`config.mk`:
```
export PLATFORM = sky130hd
export DESIGN_NAME = ebtc_timer
export DESIGN_NICKNAME = d
export VERILOG_FILES = /design/src/rtl/ebtc_pkg.sv /design/src/rtl/ebtc_pin_sync.sv /design/src/rtl/ebtc_clk_sel.sv /design/src/rtl/ebtc_timer.sv
export VERILOG_INCLUDE_DIRS = /design/src /design/src/rtl
export SDC_FILE = /design/constraint.sdc
export NUM_CORES = 1
export LEC_CHECK = 0
export ABC_AREA = 1
export BUFFER_PORTS_ARGS = -buffer_cell sky130_fd_sc_hd__buf_2
export CAP_MARGIN = 20
export CORE_MARGIN = 2
export CORE_UTILIZATION = 24
export DETAILED_ROUTE_END_ITERATION = 7
export PLACE_DENSITY = 0.49
export SYNTH_ARGS = -nofsm -noshare
export SYNTH_HDL_FRONTEND = slang
export SYNTH_SLANG_ARGS = --single-unit
```
`constraint.sdc`:
```
create_clock -name clk -period 3.2 [get_ports clk]
set_input_delay 0.48 -clock clk [delete_from_list [all_inputs] [get_ports clk]]
set_output_delay 0.48 -clock clk [all_outputs]
set_load 0.01 [all_outputs]
```
`src/rtl/ebtc_defs.svh`:
```
// Register map, field positions and reset values of the 8-bit timer channel.
// Assumes inclusion by bare name from the channel's design files.
`ifndef EBTC_DEFS_SVH
`define EBTC_DEFS_SVH

// Register indices on the 3-bit register port
`define EBTC_A_TIMER_CONTROL 3'h0
`define EBTC_A_TIMER_CONTROL_STATUS 3'h1
`define EBTC_A_COUNT_VALUE 3'h2
`define EBTC_A_TIME_CONSTANT_A 3'h3
`define EBTC_A_TIME_CONSTANT_B 3'h4
`define EBTC_A_SERIAL_TIMER_SHARED_CONTROL 3'h5

// Reset values
`define EBTC_RST_TIMER_CONTROL 8'h00
`define EBTC_RST_COUNT_VALUE 8'h00
`define EBTC_RST_TIME_CONSTANT 8'hFF
`define EBTC_RST_SHARED_CONTROL 8'h00
`define EBTC_RST_OUT_SEL 4'h0
`define EBTC_COUNT_MAX 8'hFF

// Timer control fields
`define EBTC_TC_MATCH_B_IE 7
`define EBTC_TC_MATCH_A_IE 6
`define EBTC_TC_OVF_IE 5
`define EBTC_TC_CLR_HI 4
`define EBTC_TC_CLR_LO 3
`define EBTC_TC_CKS_HI 2
`define EBTC_TC_CKS_LO 0

// Timer control/status fields
`define EBTC_TS_MATCH_FLAG_B 7
`define EBTC_TS_MATCH_FLAG_A 6
`define EBTC_TS_OVERFLOW_FLAG 5
`define EBTC_TS_RESERVED_ONE 1'h1

// Prescaler taps for the six internal clocks (bit k gives divide by 2^(k+1))
`define EBTC_PRESC_W 11
`define EBTC_TAP_DIV2 0
`define EBTC_TAP_DIV8 2
`define EBTC_TAP_DIV64 5
`define EBTC_TAP_DIV128 6
`define EBTC_TAP_DIV1024 9
`define EBTC_TAP_DIV2048 10

`endif

```
`src/rtl/ebtc_pkg.sv`:
```
// Types shared by the 8-bit timer channel files.
// Assumes nothing beyond a SystemVerilog compiler.
package ebtc_pkg;

  // Clock select codes of the timer control register
  typedef enum logic [2:0] {
    CKS_STOP0 = 3'b000,
    CKS_INT_A = 3'b001,
    CKS_INT_B = 3'b010,
    CKS_INT_C = 3'b011,
    CKS_STOP1 = 3'b100,
    CKS_EXT_RISE = 3'b101,
    CKS_EXT_FALL = 3'b110,
    CKS_EXT_BOTH = 3'b111
  } ebtc_cks_t;

  // Output action per match; code order equals priority order
  typedef enum logic [1:0] {
    ACT_KEEP = 2'b00,
    ACT_ZERO = 2'b01,
    ACT_ONE = 2'b10,
    ACT_TOGGLE = 2'b11
  } ebtc_act_t;

  // Counter clear selection
  typedef enum logic [1:0] {
    CLR_NONE = 2'b00,
    CLR_MATCH_A = 2'b01,
    CLR_MATCH_B = 2'b10,
    CLR_EXT_PIN = 2'b11
  } ebtc_clr_t;

endpackage

```
`src/rtl/ebtc_pin_sync.sv`:
```
// Three-stage synchroniser for a pin level; output changes once stages two and three agree.
// Assumes a pin asynchronous to clk and a synchronous active-high reset.
`timescale 1ns/100ps
module ebtc_pin_sync
  import ebtc_pkg::*;
(
  input wire logic clk, // System clock
  input wire logic rst, // Synchronous reset
  input wire logic pinIn, // Raw pin level
  output logic levelOut // Filtered level
);

  logic s1Reg;
  logic s2Reg;
  logic s3Reg;

  // Shift chain; only s2Reg reads s1Reg
  always_ff @(posedge clk)
  begin
    if (rst)
    begin
      s1Reg <= 1'b0;
      s2Reg <= 1'b0;
      s3Reg <= 1'b0;
      levelOut <= 1'b0;
    end
    else
    begin
      s1Reg <= pinIn;
      s2Reg <= s1Reg;
      s3Reg <= s2Reg;
      if (s2Reg == s3Reg)
        levelOut <= s3Reg;
    end
  end

endmodule

```
`src/rtl/ebtc_clk_sel.sv`:
```
// Prescaler and count-source selector: one-cycle count pulse per counting edge of the chosen source, the falling edge for internal clocks.
// Assumes a filtered external clock level on the same clock.
`timescale 1ns/100ps
`include "ebtc_defs.svh"
module ebtc_clk_sel
  import ebtc_pkg::*;
(
  input wire logic clk, // System clock
  input wire logic rst, // Synchronous reset
  input wire logic [2:0] cks, // Clock select code
  input wire logic icks, // Internal clock select bit
  input wire logic extLevel, // Filtered external clock level
  output logic countPulse // One-cycle count enable
);

  logic [`EBTC_PRESC_W-1:0] prescReg;
  logic prevReg;
  logic curLevel;
  logic selA;
  logic selB;
  logic selC;
  ebtc_cks_t mode;

  // Internal sources; stopped codes read as a low level
  assign mode = ebtc_cks_t'(cks);
  assign selA = icks ? prescReg[`EBTC_TAP_DIV2] : prescReg[`EBTC_TAP_DIV8];
  assign selB = icks ? prescReg[`EBTC_TAP_DIV128] : prescReg[`EBTC_TAP_DIV64];
  assign selC = icks ? prescReg[`EBTC_TAP_DIV2048] : prescReg[`EBTC_TAP_DIV1024];
  assign curLevel = (mode == CKS_INT_A) ? selA :
                    (mode == CKS_INT_B) ? selB :
                    (mode == CKS_INT_C) ? selC :
                    cks[2] && (cks[1:0] != 2'b00) ? extLevel : 1'b0;

  // Edge of the muxed level, so a source switch can itself make one pulse
  always_comb
  begin
    case (mode)
      CKS_EXT_RISE: countPulse = !prevReg && curLevel;
      CKS_EXT_BOTH: countPulse = prevReg != curLevel;
      default: countPulse = prevReg && !curLevel;
    endcase
  end

  // Free-running prescaler and previous level
  always_ff @(posedge clk)
  begin
    if (rst)
    begin
      prescReg <= '0;
      prevReg <= 1'b0;
    end
    else
    begin
      prescReg <= prescReg + 1'b1;
      prevReg <= curLevel;
    end
  end

endmodule

```
`src/rtl/ebtc_timer.sv`:
```
// One channel of an 8-bit up-counting timer with two compares, output pin and three interrupt lines.
// Assumes a one-cycle register port with read data one cycle later, and external pins
// asynchronous to clk.
`timescale 1ns/100ps
`include "ebtc_defs.svh"

module ebtc_timer
  import ebtc_pkg::*;
#(
  parameter bit CHAN_USES_HI = 1'b0 // Channel takes the high internal select bit
)
(
  input wire logic clk, // System clock, 250 MHz
  input wire logic rst, // Synchronous reset, active high
  input wire logic [2:0] regAddr, // Register index
  input wire logic [7:0] regWdata, // Write data
  input wire logic regWr, // Write strobe
  input wire logic regRd, // Read strobe
  output logic [7:0] regRdata, // Read data, cycle after the strobe
  input wire logic extCountInput, // External clock pin
  input wire logic extResetInput, // External counter reset pin
  output logic timerOut, // Timer output level
  output logic timerOutEn, // Timer output drive enable
  output logic matchAIrq, // Match A request
  output logic matchBIrq, // Match B request
  output logic overflowIrq // Overflow request
);

  ////////////////////////////////////////////////////////////////////////////
  // Registers and decode

  logic [7:0] timerControlReg;
  logic [7:0] sharedControlReg;
  logic [7:0] countReg;
  logic [7:0] countNext;
  logic [7:0] constAReg;
  logic [7:0] constBReg;
  logic [3:0] outSelReg;
  logic flagAReg;
  logic flagBReg;
  logic flagOvfReg;
  logic armAReg;
  logic armBReg;
  logic armOvfReg;
  logic timerOutNext;
  logic extCountLevel;
  logic extResetLevel;
  logic extResetPrevReg;
  logic countPulse;
  logic wrControl;
  logic wrStatus;
  logic wrCount;
  logic wrConstA;
  logic wrConstB;
  logic wrShared;
  logic rdStatus;
  logic matchA;
  logic matchB;
  logic extClear;
  logic matchClear;
  logic clearNow;
  logic wrapNow;
  logic swClrA;
  logic swClrB;
  logic swClrOvf;
  logic [7:0] statusView;
  logic [7:0] readMux;
  logic icksBit;
  ebtc_clr_t clrSel;
  ebtc_act_t actA;
  ebtc_act_t actB;
  ebtc_act_t actWin;

  // Strobe decode
  assign wrControl = regWr && (regAddr == `EBTC_A_TIMER_CONTROL);
  assign wrStatus = regWr && (regAddr == `EBTC_A_TIMER_CONTROL_STATUS);
  assign wrCount = regWr && (regAddr == `EBTC_A_COUNT_VALUE);
  assign wrConstA = regWr && (regAddr == `EBTC_A_TIME_CONSTANT_A);
  assign wrConstB = regWr && (regAddr == `EBTC_A_TIME_CONSTANT_B);
  assign wrShared = regWr && (regAddr == `EBTC_A_SERIAL_TIMER_SHARED_CONTROL);
  assign rdStatus = regRd && (regAddr == `EBTC_A_TIMER_CONTROL_STATUS);

  // Status view: flags, reserved one, output selects
  assign statusView = {flagBReg, flagAReg, flagOvfReg, `EBTC_TS_RESERVED_ONE, outSelReg};

  // Read selection; unmapped indices read zero
  assign readMux = (regAddr == `EBTC_A_TIMER_CONTROL) ? timerControlReg :
                   (regAddr == `EBTC_A_TIMER_CONTROL_STATUS) ? statusView :
                   (regAddr == `EBTC_A_COUNT_VALUE) ? countReg :
                   (regAddr == `EBTC_A_TIME_CONSTANT_A) ? constAReg :
                   (regAddr == `EBTC_A_TIME_CONSTANT_B) ? constBReg :
                   (regAddr == `EBTC_A_SERIAL_TIMER_SHARED_CONTROL) ? sharedControlReg : 8'h00;

  ////////////////////////////////////////////////////////////////////////////
  // Pins and count source

  // External clock pin filter
  ebtc_pin_sync uSyncCount (
    .clk(clk),
    .rst(rst),
    .pinIn(extCountInput),
    .levelOut(extCountLevel)
  );

  // External reset pin filter
  ebtc_pin_sync uSyncReset (
    .clk(clk),
    .rst(rst),
    .pinIn(extResetInput),
    .levelOut(extResetLevel)
  );

  // Channel picks one bit of the shared control register
  assign icksBit = CHAN_USES_HI ? sharedControlReg[1] : sharedControlReg[0];

  // Count source and edge selection
  ebtc_clk_sel uClkSel (
    .clk(clk),
    .rst(rst),
    .cks(timerControlReg[`EBTC_TC_CKS_HI:`EBTC_TC_CKS_LO]),
    .icks(icksBit),
    .extLevel(extCountLevel),
    .countPulse(countPulse)
  );

  ////////////////////////////////////////////////////////////////////////////
  // Compare, clear and count

  // Match only in the last equal state, i.e. with the count pulse; constant write masks it
  assign matchA = countPulse && (countReg == constAReg) && !wrConstA;
  assign matchB = countPulse && (countReg == constBReg) && !wrConstB;

  // Clear sources
  assign clrSel = ebtc_clr_t'(timerControlReg[`EBTC_TC_CLR_HI:`EBTC_TC_CLR_LO]);
  assign extClear = (clrSel == CLR_EXT_PIN) && extResetLevel && !extResetPrevReg;
  assign matchClear = ((clrSel == CLR_MATCH_A) && matchA) || ((clrSel == CLR_MATCH_B) && matchB);
  assign clearNow = extClear || matchClear;
  assign wrapNow = countPulse && !clearNow && !wrCount && (countReg == `EBTC_COUNT_MAX);

  // Counter next value: clear, then write, then increment
  always_comb
  begin
    if (clearNow)
      countNext = `EBTC_RST_COUNT_VALUE;
    else if (wrCount)
      countNext = regWdata;
    else if (countPulse)
      countNext = countReg + 8'h01;
    else
      countNext = countReg;
  end

  ////////////////////////////////////////////////////////////////////////////
  // Timer output

  // Larger action code has higher priority
  assign actA = matchA ? ebtc_act_t'(outSelReg[1:0]) : ACT_KEEP;
  assign actB = matchB ? ebtc_act_t'(outSelReg[3:2]) : ACT_KEEP;
  assign actWin = (actA > actB) ? actA : actB;

  // Apply winning action
  always_comb
  begin
    case (actWin)
      ACT_ZERO: timerOutNext = 1'b0;
      ACT_ONE: timerOutNext = 1'b1;
      ACT_TOGGLE: timerOutNext = !timerOut;
      default: timerOutNext = timerOut;
    endcase
  end

  assign timerOutEn = |outSelReg;

  ////////////////////////////////////////////////////////////////////////////
  // Flags and interrupt requests

  // A flag clears only by writing 0 after it was read as 1
  assign swClrA = wrStatus && !regWdata[`EBTC_TS_MATCH_FLAG_A] && armAReg;
  assign swClrB = wrStatus && !regWdata[`EBTC_TS_MATCH_FLAG_B] && armBReg;
  assign swClrOvf = wrStatus && !regWdata[`EBTC_TS_OVERFLOW_FLAG] && armOvfReg;

  // Separate lines; controller ranks A over B over overflow
  assign matchAIrq = flagAReg && timerControlReg[`EBTC_TC_MATCH_A_IE];
  assign matchBIrq = flagBReg && timerControlReg[`EBTC_TC_MATCH_B_IE];
  assign overflowIrq = flagOvfReg && timerControlReg[`EBTC_TC_OVF_IE];

  ////////////////////////////////////////////////////////////////////////////
  // Clocked state

  // Control registers
  always_ff @(posedge clk)
  begin
    if (rst)
    begin
      timerControlReg <= `EBTC_RST_TIMER_CONTROL;
      sharedControlReg <= `EBTC_RST_SHARED_CONTROL;
      outSelReg <= `EBTC_RST_OUT_SEL;
      constAReg <= `EBTC_RST_TIME_CONSTANT;
      constBReg <= `EBTC_RST_TIME_CONSTANT;
    end
    else
    begin
      if (wrControl)
        timerControlReg <= regWdata;
      if (wrShared)
        sharedControlReg <= regWdata;
      if (wrStatus)
        outSelReg <= regWdata[3:0];
      if (wrConstA)
        constAReg <= regWdata;
      if (wrConstB)
        constBReg <= regWdata;
    end
  end

  // Counter, output pin, reset-pin edge and read data
  always_ff @(posedge clk)
  begin
    if (rst)
    begin
      countReg <= `EBTC_RST_COUNT_VALUE;
      timerOut <= 1'b0;
      extResetPrevReg <= 1'b0;
      regRdata <= 8'h00;
    end
    else
    begin
      countReg <= countNext;
      timerOut <= timerOutNext;
      extResetPrevReg <= extResetLevel;
      regRdata <= regRd ? readMux : 8'h00;
    end
  end

  // Flags: hardware set wins over software clear
  always_ff @(posedge clk)
  begin
    if (rst)
    begin
      flagAReg <= 1'b0;
      flagBReg <= 1'b0;
      flagOvfReg <= 1'b0;
    end
    else
    begin
      flagAReg <= matchA || (flagAReg && !swClrA);
      flagBReg <= matchB || (flagBReg && !swClrB);
      flagOvfReg <= wrapNow || (flagOvfReg && !swClrOvf);
    end
  end

  // Arm bits remember a read that saw the flag set
  always_ff @(posedge clk)
  begin
    if (rst)
    begin
      armAReg <= 1'b0;
      armBReg <= 1'b0;
      armOvfReg <= 1'b0;
    end
    else
    begin
      armAReg <= flagAReg && !swClrA && (armAReg || rdStatus);
      armBReg <= flagBReg && !swClrB && (armBReg || rdStatus);
      armOvfReg <= flagOvfReg && !swClrOvf && (armOvfReg || rdStatus);
    end
  end
endmodule

```
[Yosys cells after proc, flatten, opt, wreduce, memory -nomap -nowiden]
Index checks and enable logic that the tools add are counted.
Cells by class
  equality and inequality tests: 22
  bitwise gates (word level): 1
  $add $sub $neg: 2
  $lt $le $gt $ge: 1
  mux-type cells: 20
  reduce and logical (&&, ||, !) cells: 65
Operators by type and width (count)
  $mux W8: 8
  $logic_and A1 B1 Y1: 36
  $eq A8 B8 Y1: 2
  $logic_not A1 Y1: 14
  $eq A3 B2 Y1 const B: 4
  $eq A3 B3 Y1 const B: 4
  $add A11 B1 Y11 const B: 1
  $add A8 B1 Y8 const B: 1
  $eq A2 B2 Y1 const B: 4
  $eq A8 B8 Y1 const B: 1
  $logic_or A1 B1 Y1: 8
  $mux W1: 7
  $eq A3 B1 Y1 const B: 2
  $mux W2: 3
  $eq A2 B1 Y1 const B: 2
  $reduce_bool A2 Y1: 2
  $reduce_or A2 Y1: 2
  $reduce_or A4 Y1: 1
  $logic_not A3 Y1: 1
  $pmux W1 S3: 1
  $reduce_bool A3 Y1: 1
  $eq A1 B1 Y1: 2
  $gt A2 B2 Y1: 1
  $pmux W1 S2: 1
  2 further kinds: 2
Word-level totals
  logic and storage cells: 136
  output and inout bits: 13
  flip-flop bits (word level): 80

[Logic depth before layout (Yosys ltp)]
Gate-level depths: netlist of the first run.
  depth in word-level cells: 19
  gate-level depth with buffers: 22
  mapped depth without buffers: 22

[Cells and area by module]
A second synthesis of the first run with hierarchy kept.
Unflattened totals
  cells, all modules: 558
  area, all modules: 3870.0 um^2
By module, submodules not included
  ebtc_timer: cells an instance 431, instances 1, sequential area each 1201.2 um^2, area an instance 2962.8 um^2
  ebtc_clk_sel: cells an instance 101, instances 1, sequential area each 240.2 um^2, area an instance 664.4 um^2
  ebtc_pin_sync: cells an instance 13, instances 2, sequential area each 80.1 um^2, area an instance 121.4 um^2

[Least setup slack after synthesis of the first run]
No wires, ideal clock.
  path kind: register -> register
  start: register timerControlReg[2]
  end: register timerOut
  slack: 660 ps
  buffers on the path: 0
  stages on the path, launching flop included: 20
  data arrival time: 2408 ps
  required time: 3068 ps
  cells stage by stage: dfxtp_1 > inv_1 > nand4_1 > o211ai_1 > a31oi_1 > ha_1 > inv_1 > nand3_1 > nand3_2 > nand2_1 > nor3_4 > nand2_1 > ha_1 > nand2_1 > nand2_1 > nand2_1 > inv_1 > nand4_1 > nand3_1 > a21oi_1
On the way
  cells in the longest elaborated chain, start to end: 15
Ends and longest elaborated chain
  from (decl): RTL line ebtc_timer.sv:32  | logic [7:0] timerControlReg;
  from (signal assigned): RTL line ebtc_timer.sv:195  | timerControlReg <= `EBTC_RST_TIMER_CONTROL;
  from (signal assigned): RTL line ebtc_timer.sv:204  | timerControlReg <= regWdata;
  $logic_and A1 B1 Y1: RTL line ebtc_clk_sel.sv:32  | cks[2] && (cks[1:0] != 2'b00) ? extLevel : 1'b0;
  $mux W1: RTL line ebtc_clk_sel.sv:32
  $mux W1: RTL line ebtc_clk_sel.sv:31  | (mode == CKS_INT_C) ? selC :
  $mux W1: RTL line ebtc_clk_sel.sv:30  | (mode == CKS_INT_B) ? selB :
  $mux W1: RTL line ebtc_clk_sel.sv:29  | assign curLevel = (mode == CKS_INT_A) ? selA :
  $logic_not A1 Y1: RTL line ebtc_clk_sel.sv:40  | default: countPulse = prevReg && !curLevel;
  $logic_and A1 B1 Y1: RTL line ebtc_clk_sel.sv:40
  $pmux W1 S2 (*): RTL line ebtc_clk_sel.sv:37  | case (mode)
  $logic_and A1 B1 Y1 (on tied branches) (2 in a row): RTL line ebtc_timer.sv:130, ebtc_timer.sv:131
  $mux W2 (on tied branches): RTL line ebtc_timer.sv:157, ebtc_timer.sv:158
  $gt A2 B2 Y1: RTL line ebtc_timer.sv:159  | assign actWin = (actA > actB) ? actA : actB;
  $mux W2 (*): RTL line ebtc_timer.sv:159
  $eq A2 B2 Y1 or $eq A2 B1 Y1 (tied branches): RTL line ebtc_timer.sv:164  | case (actWin)
  $pmux W1 S3 or $reduce_bool A3 Y1 (tied branches)
  to (signal assigned): RTL line ebtc_timer.sv:229  | timerOut <= timerOutNext;
  to (decl): RTL line ebtc_timer.sv:22  | output logic timerOut,
Mark *: on every way between the ends. The rest lies on a longest branch, timed or not.
A chain may end at the register's enable or synchronous reset.

[Worst setup path after layout of the first run]
  start: register timerControlReg[0]
  end: register timerOut
On the way
  cells in the longest elaborated chain, start to end: 16
Ends and longest elaborated chain (RTL line)
  $reduce_bool A2 Y1: ebtc_clk_sel.sv:32
  $logic_and A1 B1 Y1: ebtc_clk_sel.sv:32
  $mux W1: ebtc_clk_sel.sv:32
  $mux W1: ebtc_clk_sel.sv:31
  $mux W1: ebtc_clk_sel.sv:30
  $mux W1: ebtc_clk_sel.sv:29
  $logic_not A1 Y1: ebtc_clk_sel.sv:40
  $logic_and A1 B1 Y1: ebtc_clk_sel.sv:40
  $pmux W1 S2 (*): ebtc_clk_sel.sv:37
  $logic_and A1 B1 Y1 (on tied branches) (2 in a row): ebtc_timer.sv:130, ebtc_timer.sv:131
  $mux W2 (on tied branches): ebtc_timer.sv:157, ebtc_timer.sv:158
  $gt A2 B2 Y1: ebtc_timer.sv:159
  $mux W2 (*): ebtc_timer.sv:159
  $eq A2 B2 Y1 or $eq A2 B1 Y1 (tied branches): ebtc_timer.sv:164
  $pmux W1 S3 or $reduce_bool A3 Y1 (tied branches)
Marks and branches as above.

==> summary.md, run 1 <==
| Metric | Value |
|---|---|
| Max-slew violations | `0` |
| Commonest non-fill, non-tap cell in the layout | `nand2_1` |
| Total gr overflow | `0` |
| Critical Path RT | `~3.4 ns` |
| Met3 Use GR | `0.0309` |
| Starting Density | `0.245` |
| Warnings, synthesis | `0` |
| Synth cell types | `39` |
| Fill cells | `around 1700` |
| Avg Vias per Cell | `between 4 and 5` |
| Post-route setup slack | `~0.31 ns` |
| Root Buffer | `clkbuf_16` |
| Peak VDD IR | `252 µV` |
| Antenna Diode Count | `0` |
| Pwr/cell area | `approximately 480 nW/µm²` |
| Fin crit share | `0.905` |
| Final core occ | `0.289` |
| CP arrival | `3.11 ns` |
| Worst Tran Pin Value | `about 0.6 ns` |
| CTS buffer count | `9` |
| Vias in the first global route | `about 3500` |
| Antenna violations before repair | `0` |
| Rows | `between 40 and 50` |
| Crit path kind | `flop to flop` |
| Residual DRC | `0` |
| Core area | `roughly 16000 µm²` |
| Layout cell share with drive strength beyond 1 | `0.144` |
| Starting DRT DRC Count | `between 200 and 300` |
| Crit path capture type | `flop` |
| First drt pass iteration count | `6` |
| Netlist Area Pre-Place | `3880 µm²` |
| Busiest grt layer | `met2` |
| Count of state elements after synthesis | `80` |
| Remaining antenna violation count | `0` |
| Htree depth | `3` |
| Mean area per synthesized cell | `about 7.2 µm²` |
| Die H | `131 µm` |
| Routed WL | `about 11 mm` |
| Cells after DPL | `~770` |
| Max frequency | `around 0.35 GHz` |
| Setup violators final | `0` |
| Max_slew headroom | `0.597` |
| Fin Clk Skew | `0.00623 ns` |
| RSZ-0062 raised after global routing | `no` |
| Dpl hpwl | `8.31 mm` |
| Die footprint | `17200 µm²` |
| Placed standard-cell area | `about 4300 µm²` |
| Largest net degree at the start of global routing | `27` |
| Post-synth EDFFs | `0` |
| Clock Sinks | `80` |
| Fin cells | `787` |
| Syn_nets | `560` |
| Setup Buffers After CTS | `0` |
| Final instance area | `4580 µm²` |
| CP Max Fanout | `9` |
| Placement Setup Slack | `0.255 ns` |
| WL per Instance | `between 10 and 15 µm` |
| Ys flop type | `dfxtp_1` |
| Worst-Skew Late Latency | `around 0.34 ns` |
| HP Class | `primary input to flop` |
| Leakage | `~1.9 nW` |
| First-pass GRT wire length | `18.2 mm` |
| Synth-to-layout area growth | `18.0%` |
| Total track usage | `0.134` |
| Vias | `about 3600` |
| M1 GR Usage | `0.168` |
| CTS tree | `done` |
| CP startpoint kind | `flop` |
| I/O Buffers | `29` |
| Setup TNS | `0 ns` |
| Global placer's final weighted congestion | `around 0.9` |
| Syn Inst Count | `~540` |
| GR Util met2 | `0.221` |
| Status | `complete, no violations` |
| Max-cap viol count | `0` |
| Min Tclk post-route | `around 2.9 ns` |
| Die Span X | `between 100 and 150 µm` |
| Most frequent cells in the layout | `96 x nand2_1, 80 x dfxtp_1, 75 x inv_1` |
| CTS Buffer Depth | `2` |
| Synth async-reset ratio | `0` |
| Top-level I/O count | `30` |
| Final Hold Vio Count | `0` |
| Nets | `just under 600` |
| Clock slew at reported path FFs | `around 0.06 ns` |
| Post-synthesis sequential area ratio | `0.413` |
==> state kept, by name, indices dropped and copies added, names as in the netlist, 4 cells and up <==
name	count
constAReg	8
constBReg	8
countReg	8
outSelReg	4
regRdata	8
sharedControlReg	8
timerControlReg	8
uClkSel.prescReg	11
==> worst max-delay path, stage by stage, from the launching register on <==
cell	delay, ns
dfxtp_1	0.37
o21ai_0	0.23
o211ai_1	0.13
a31oi_2	0.23
ha_1	0.27
inv_1	0.06
nand3_1	0.12
nand3_4	0.15
nand2_1	0.13
nor3_4	0.17
nand2_1	0.12
ha_1	0.31
nand2_1	0.06
nand2_1	0.05
nand2_1	0.06
inv_1	0.06
nand4_1	0.10
nand3_1	0.10
a21oi_1	0.06
==> cell type report <==
cell class / instances / area, µm² / share of cell area
Clock buffer: 10 / 239 / 0.0522
Tap cell: 216 / 270 / 0.0590
Sequential cell: 80 / 1600 / 0.350
Timing Repair Buffer: 35 / 210 / 0.0459
Multi-Input combinational cell: 356 / 1900 / 0.414
Inverter: 84 / 315 / 0.0689
Clock inverter: 6 / 45.0 / 0.00984
==> cells in the mapped netlist, types with 6 or more instances <==
cell,instances,area share
nand2_1,96,0.093
dfxtp_1,80,0.41
inv_1,75,0.073
nor2_1,61,0.059
a21oi_1,48,0.062
o21ai_0,42,0.054
nand3_1,26,0.034
o211ai_1,12,0.023
inv_2,8,0.0077
nand4_1,8,0.013
a31oi_1,7,0.011
buf_2,7,0.0090
ha_1,7,0.023
xor2_1,7,0.016
o22ai_1,6,0.0097
==> metrics by stage <==
stage / hold slack [ns] / power, mW
final: 0.339 / 2.20
after global routing: 0.348 / 2.30
after CTS: 0.334 / 2.23
after detailed placement: 0.392 / 1.25
after global placement: 0.394 / 1.25
after floorplan: 0.388 / 1.18
==> power breakdown <==
part / leakage, nW / internal, mW / switching [mW] / total [mW]
registers: 0.651 / 1.03 / 0.0227 / 1.05
clock network: 0.131 / 0.547 / 0.427 / 0.974
logic: 1.14 / 0.0603 / 0.122 / 0.183
total: 1.92 / 1.63 / 0.572 / 2.20
==> worst paths after layout <==
kind | startpoint | end | slack, ns | cells past startpoint
worst min-delay path | extResetInput | uSyncReset.s1Reg | 0.34 | 3
worst min register to register | uSyncReset.s1Reg | uSyncReset.s2Reg | 0.40 | 2
worst max-delay path | timerControlReg[0] | timerOut | 0.31 | 18
worst max register to register | timerControlReg[0] | timerOut | 0.31 | 18
==> cell families after synthesis <==
family	share of synthesized area
AOI/OAI and AO/OA	0.176
xor gates and xnor gates	0.0248
adders and majority gates	0.0226
buffers and inverters	0.102
DFF	0.413
and+or+nand+nor	0.262
==> what timing repair did <==
item,CTS,global route
endpoints found under the setup margin,0,1
hold buffers,0,0
resized for setup,0,2
==> per-layer routing <==
layer	up-vias	routed length, µm
li1	1812	-
met1	1640	5160
met2	85	5170
met3	26	376
met4	0	347
met5	-	0
(Power assumes the default switching activity.)
==> run 2: changes to the inputs <==
--- a/config.mk
+++ b/config.mk
@@ -6,12 +6,12 @@
 export SDC_FILE = /design/constraint.sdc
 export NUM_CORES = 1
 export LEC_CHECK = 0
-export ABC_AREA = 1
 export BUFFER_PORTS_ARGS = -buffer_cell sky130_fd_sc_hd__buf_2
 export CAP_MARGIN = 20
 export CORE_MARGIN = 2
 export CORE_UTILIZATION = 24
 export DETAILED_ROUTE_END_ITERATION = 7
+export HOLD_SLACK_MARGIN = 0.08
 export PLACE_DENSITY = 0.49
 export SYNTH_ARGS = -nofsm -noshare
 export SYNTH_HDL_FRONTEND = slang
==> summary.md, run 2 <==
| Metric | Value |
|---|---|
| Max-cap viol count | `0 (unchanged)` |
| Die Span X | `130 µm (-0.93%)` |
| Top-level I/O count | `30 (unchanged)` |
| Fill cells | `1651 (-5.0%)` |
| CTS buffer count | `9 (unchanged)` |
| Die H | `130 µm (-0.93%)` |
| Area of the multi-input gates | `2110 µm² (+11%)` |
| Dpl hpwl | `8.25 mm (-0.66%)` |
| CP Max Fanout | `3 (-6)` |
| Post-route setup slack | `-0.0158 ns (-0.321 ns)` |
| Total track usage | `0.146 (+0.0120)` |
| Pwr/cell area | `488 nW/µm² (+1.4%)` |
| Netlist Area Pre-Place | `3810 µm² (-1.9%)` |
| Final core occ | `0.300 (+0.0110)` |
| Remaining antenna violation count | `0 (unchanged)` |
| Placed standard-cell area | `4310 µm² (+0.70%)` |
| Count leader, synth | `nand2_1` |
| Synth cell types | `51 (+31%)` |
| Vias in the first global route | `3302 (-5.6%)` |
| Syn Inst Count | `457 (-15%)` |
| Fin Clk Skew | `0.00958 ns (+0.00335 ns)` |
| Post-synth EDFFs | `0 (unchanged)` |
| Slowest-stage cell, CP | `mux4_2` |
| Max reg flops | `11 (unchanged)` |
| Max_slew headroom | `0.375 (-0.222)` |
| Fin crit share | `1.00 (+0.100)` |
| Worst Tran Pin Value | `0.930 ns (+0.328 ns)` |
| Final Hold Vio Count | `0 (unchanged)` |
| Critical Path RT | `3.42 ns (about the same)` |
| RR Endpoint | `timerOut` |
| Max frequency | `0.311 GHz (-10%)` |
| Mean area per synthesized cell | `8.33 µm² (+15%)` |
| Max-slew violations | `0 (unchanged)` |
| Min Tclk post-route | `3.22 ns (+0.321 ns)` |
| Synth area leader | `dfxtp_1` |
| Routed WL | `11.8 mm (+6.4%)` |
| Rows | `46 (unchanged)` |
| Commonest non-fill, non-tap cell in the layout | `nand2_1` |
| Failing checks | `setup timing` |
| Hold_buf cts | `0 (unchanged)` |
| Setup violators final | `1 (+1)` |
| Vias | `3405 (-4.4%)` |
| Clock Sinks | `80 (unchanged)` |
| Final instance area | `4720 µm² (+3.0%)` |
| Synth top area cells | `dfxtp_1 42%, nand2_1 8.1%, xnor2_1 5.1%` |
| R2R cell count | `14 (-4)` |
| Placement Setup Slack | `-0.166 ns (-0.421 ns)` |
| CTS tree | `done` |
| Antenna Diode Count | `0 (unchanged)` |
| Warnings, synthesis | `0 (unchanged)` |
| Antenna violations before repair | `0 (unchanged)` |
| Flop-to-flop setup slack | `-0.02 ns (-0.32 ns)` |
| HP Class | `primary input to flop` |
| Most instantiated cells after synthesis | `82 x nand2_1, 80 x dfxtp_1, 38 x nor2_1` |
| Root Buffer | `clkbuf_16` |
| Crit path capture type | `flop` |
| Reg area | `1600 µm² (about the same)` |
| Syn_nets | `481 (-14%)` |
| CP arrival | `3.44 ns (+0.33 ns)` |
| WL per Instance | `16.5 µm (+17%)` |
| Max incr delay on CP | `0.52 ns (+0.15 ns)` |
| Largest net degree at the start of global routing | `45 (+67%)` |
| Ys flop type | `dfxtp_1` |
| First-pass GRT wire length | `18.2 mm (+0.23%)` |
| Synth async-reset ratio | `0 (unchanged)` |
| Residual DRC | `0 (unchanged)` |
| Synth-to-layout area growth | `23.9%` |
| Global placer's final weighted congestion | `0.899 (-1.2%)` |
| Synth top area share | `0.420 (+0.00800)` |
| Die footprint | `16900 µm² (-1.8%)` |
| Most frequent cells in the layout | `81 x nand2_1, 79 x dfxtp_1, 38 x nor2_1` |
| CTS Buffer Depth | `2 (unchanged)` |
| Leakage | `1.81 nW (-5.4%)` |
| First drt pass iteration count | `4 (-2)` |
| Htree depth | `3 (unchanged)` |
| Crit-path cells | `mux4_2 -> o311ai_4 -> inv_1 -> ha_1 -> nor2b_1 -> o31ai_4 -> buf_4 -> nor4_4 -> and2_1 -> ha_4 -> a21oi_2 -> a21oi_2 -> a2111oi_2 -> a311o_1` |
| Layout cell share with drive strength beyond 1 | `0.194 (+0.0508)` |
| Setup crit end | `timerOut` |
| Status | `finished, violations left` |
| Worst path most repeated cell | `a21oi_2` |
| Count of state elements after synthesis | `80 (unchanged)` |
| I/O Buffers | `29 (unchanged)` |
| Core area | `15700 µm² (-0.73%)` |
| Setup TNS | `-0.0158 ns (-0.0158 ns)` |
| RR Startpoint | `timerControlReg[1]` |
| Avg Vias per Cell | `4.76 (+5.2%)` |
| Nets | `519 (-12%)` |
| Total gr overflow | `0 (unchanged)` |
| Biggest register | `uClkSel.prescReg` |
| Clock slew at reported path FFs | `0.06 ns (about the same)` |
| Worst Setup SP | `timerControlReg[1]` |
| Crit path kind | `flop to flop` |
| Starting DRT DRC Count | `246 (-9.6%)` |
| Starting Density | `0.242 (-0.00290)` |
| Peak VDD IR | `305 µV (+21%)` |
| RSZ-0062 raised after global routing | `yes` |
| Post-synthesis sequential area ratio | `0.420 (+0.00800)` |
| CP startpoint kind | `flop` |
| Worst-Skew Late Latency | `0.34 ns (about the same)` |
## run 2: changes by cell type after synthesis, moves of 6 or more
| cell | previous run | this run |
|---|---|---|
| a31oi_1 | 7 | 0 |
| mux2i_1 | 0 | 6 |
| a2111oi_2 | 0 | 8 |
| xnor2_1 | 4 | 22 |
| clkbuf_1 | 5 | 25 |
| nand3_1 | 26 | 20 |
| nand2_1 | 96 | 82 |
| inv_2 | 8 | 1 |
| nor2b_1 | 0 | 12 |
| o21ai_0 | 42 | 10 |
| and3_1 | 0 | 7 |
| a21oi_1 | 48 | 34 |
| inv_1 | 75 | 14 |
| nor2_1 | 61 | 38 |
## run 2: cell type report
class / count / area share
Clock inverter: 2 / 0.00796
Clock buffer: 13 / 0.0573
Inverter: 17 / 0.0135
Tap cell: 216 / 0.0573
Timing Repair Buffer: 56 / 0.0764
Sequential cell: 80 / 0.340
Multi-Input combinational cell: 331 / 0.448
## run 2: timing repair
| item | 4_1_cts | 5_1_grt |
|---|---|---|
| pin swaps | 10 | 5 |
| resized for setup | 7 | 2 |
| setup buffers | 5 | 0 |
| gates cloned | 0 | 1 |
| endpoints found under the setup margin | 1 | 10 |
## run 2: worst max-delay path: cells and delay by family, from the launching register on
family | cells | cell delay [ns]
mux | 1 | 0.52
fa+ha+maj | 2 | 0.49
compound gates | 6 | 1.06
flops | 1 | 0.34
buf+inv | 2 | 0.27
simple gates | 3 | 0.41
## run 2: how the worst min path moves through the flow
stage                          start               end  cells past startpoint
CTS                    extCountInput  uSyncCount.s1Reg                      2
detailed placement  uSyncCount.s1Reg  uSyncCount.s2Reg                      1
global placement    uSyncReset.s1Reg  uSyncReset.s2Reg                      1
finish                 extCountInput  uSyncCount.s1Reg                      2
global route           extResetInput  uSyncReset.s1Reg                      2
floorplan           uSyncCount.s1Reg  uSyncCount.s2Reg                      1
## run 2: logic make-up after synthesis
kind of cell | count (synthesis) | share of synthesized area
DFF | 80 | 0.421
and+or+nand+nor | 195 | 0.242
AOI/OAI and AO/OA | 87 | 0.166
muxes | 9 | 0.0276
xor gates and xnor gates | 32 | 0.0736
buffers and inverters | 47 | 0.0476
adders and majority gates | 7 | 0.0230
## run 2: power by group
| group | internal [mW] | switching [mW] | total, mW |
|---|---|---|---|
| Clock | 0.664 | 0.398 | 1.06 |
| Sequential | 1.02 | 0.0201 | 1.04 |
| Combinational | 0.0737 | 0.126 | 0.199 |
| Total | 1.76 | 0.543 | 2.30 |
## run 2: through the flow
step | std cells | total power [mW] | hold slack, ns
floorplan | 457 | 1.18 | 0.414
global placement | 694 | 1.26 | 0.423
detailed placement | 694 | 1.26 | 0.427
CTS | 714 | 2.33 | 0.335
global route | 715 | 2.39 | 0.358
finish | 715 | 2.30 | 0.346
## run 2: layer usage
metal | global-route usage | share of wire | up-vias
met1 | 0.189 | 0.44 | 1628
met4 | 0.0784 | 0.041 | 0
met2 | 0.226 | 0.46 | 98
met3 | 0.0308 | 0.055 | 28
met5 | 0 | 0 | -
li1 | - | - | 1651
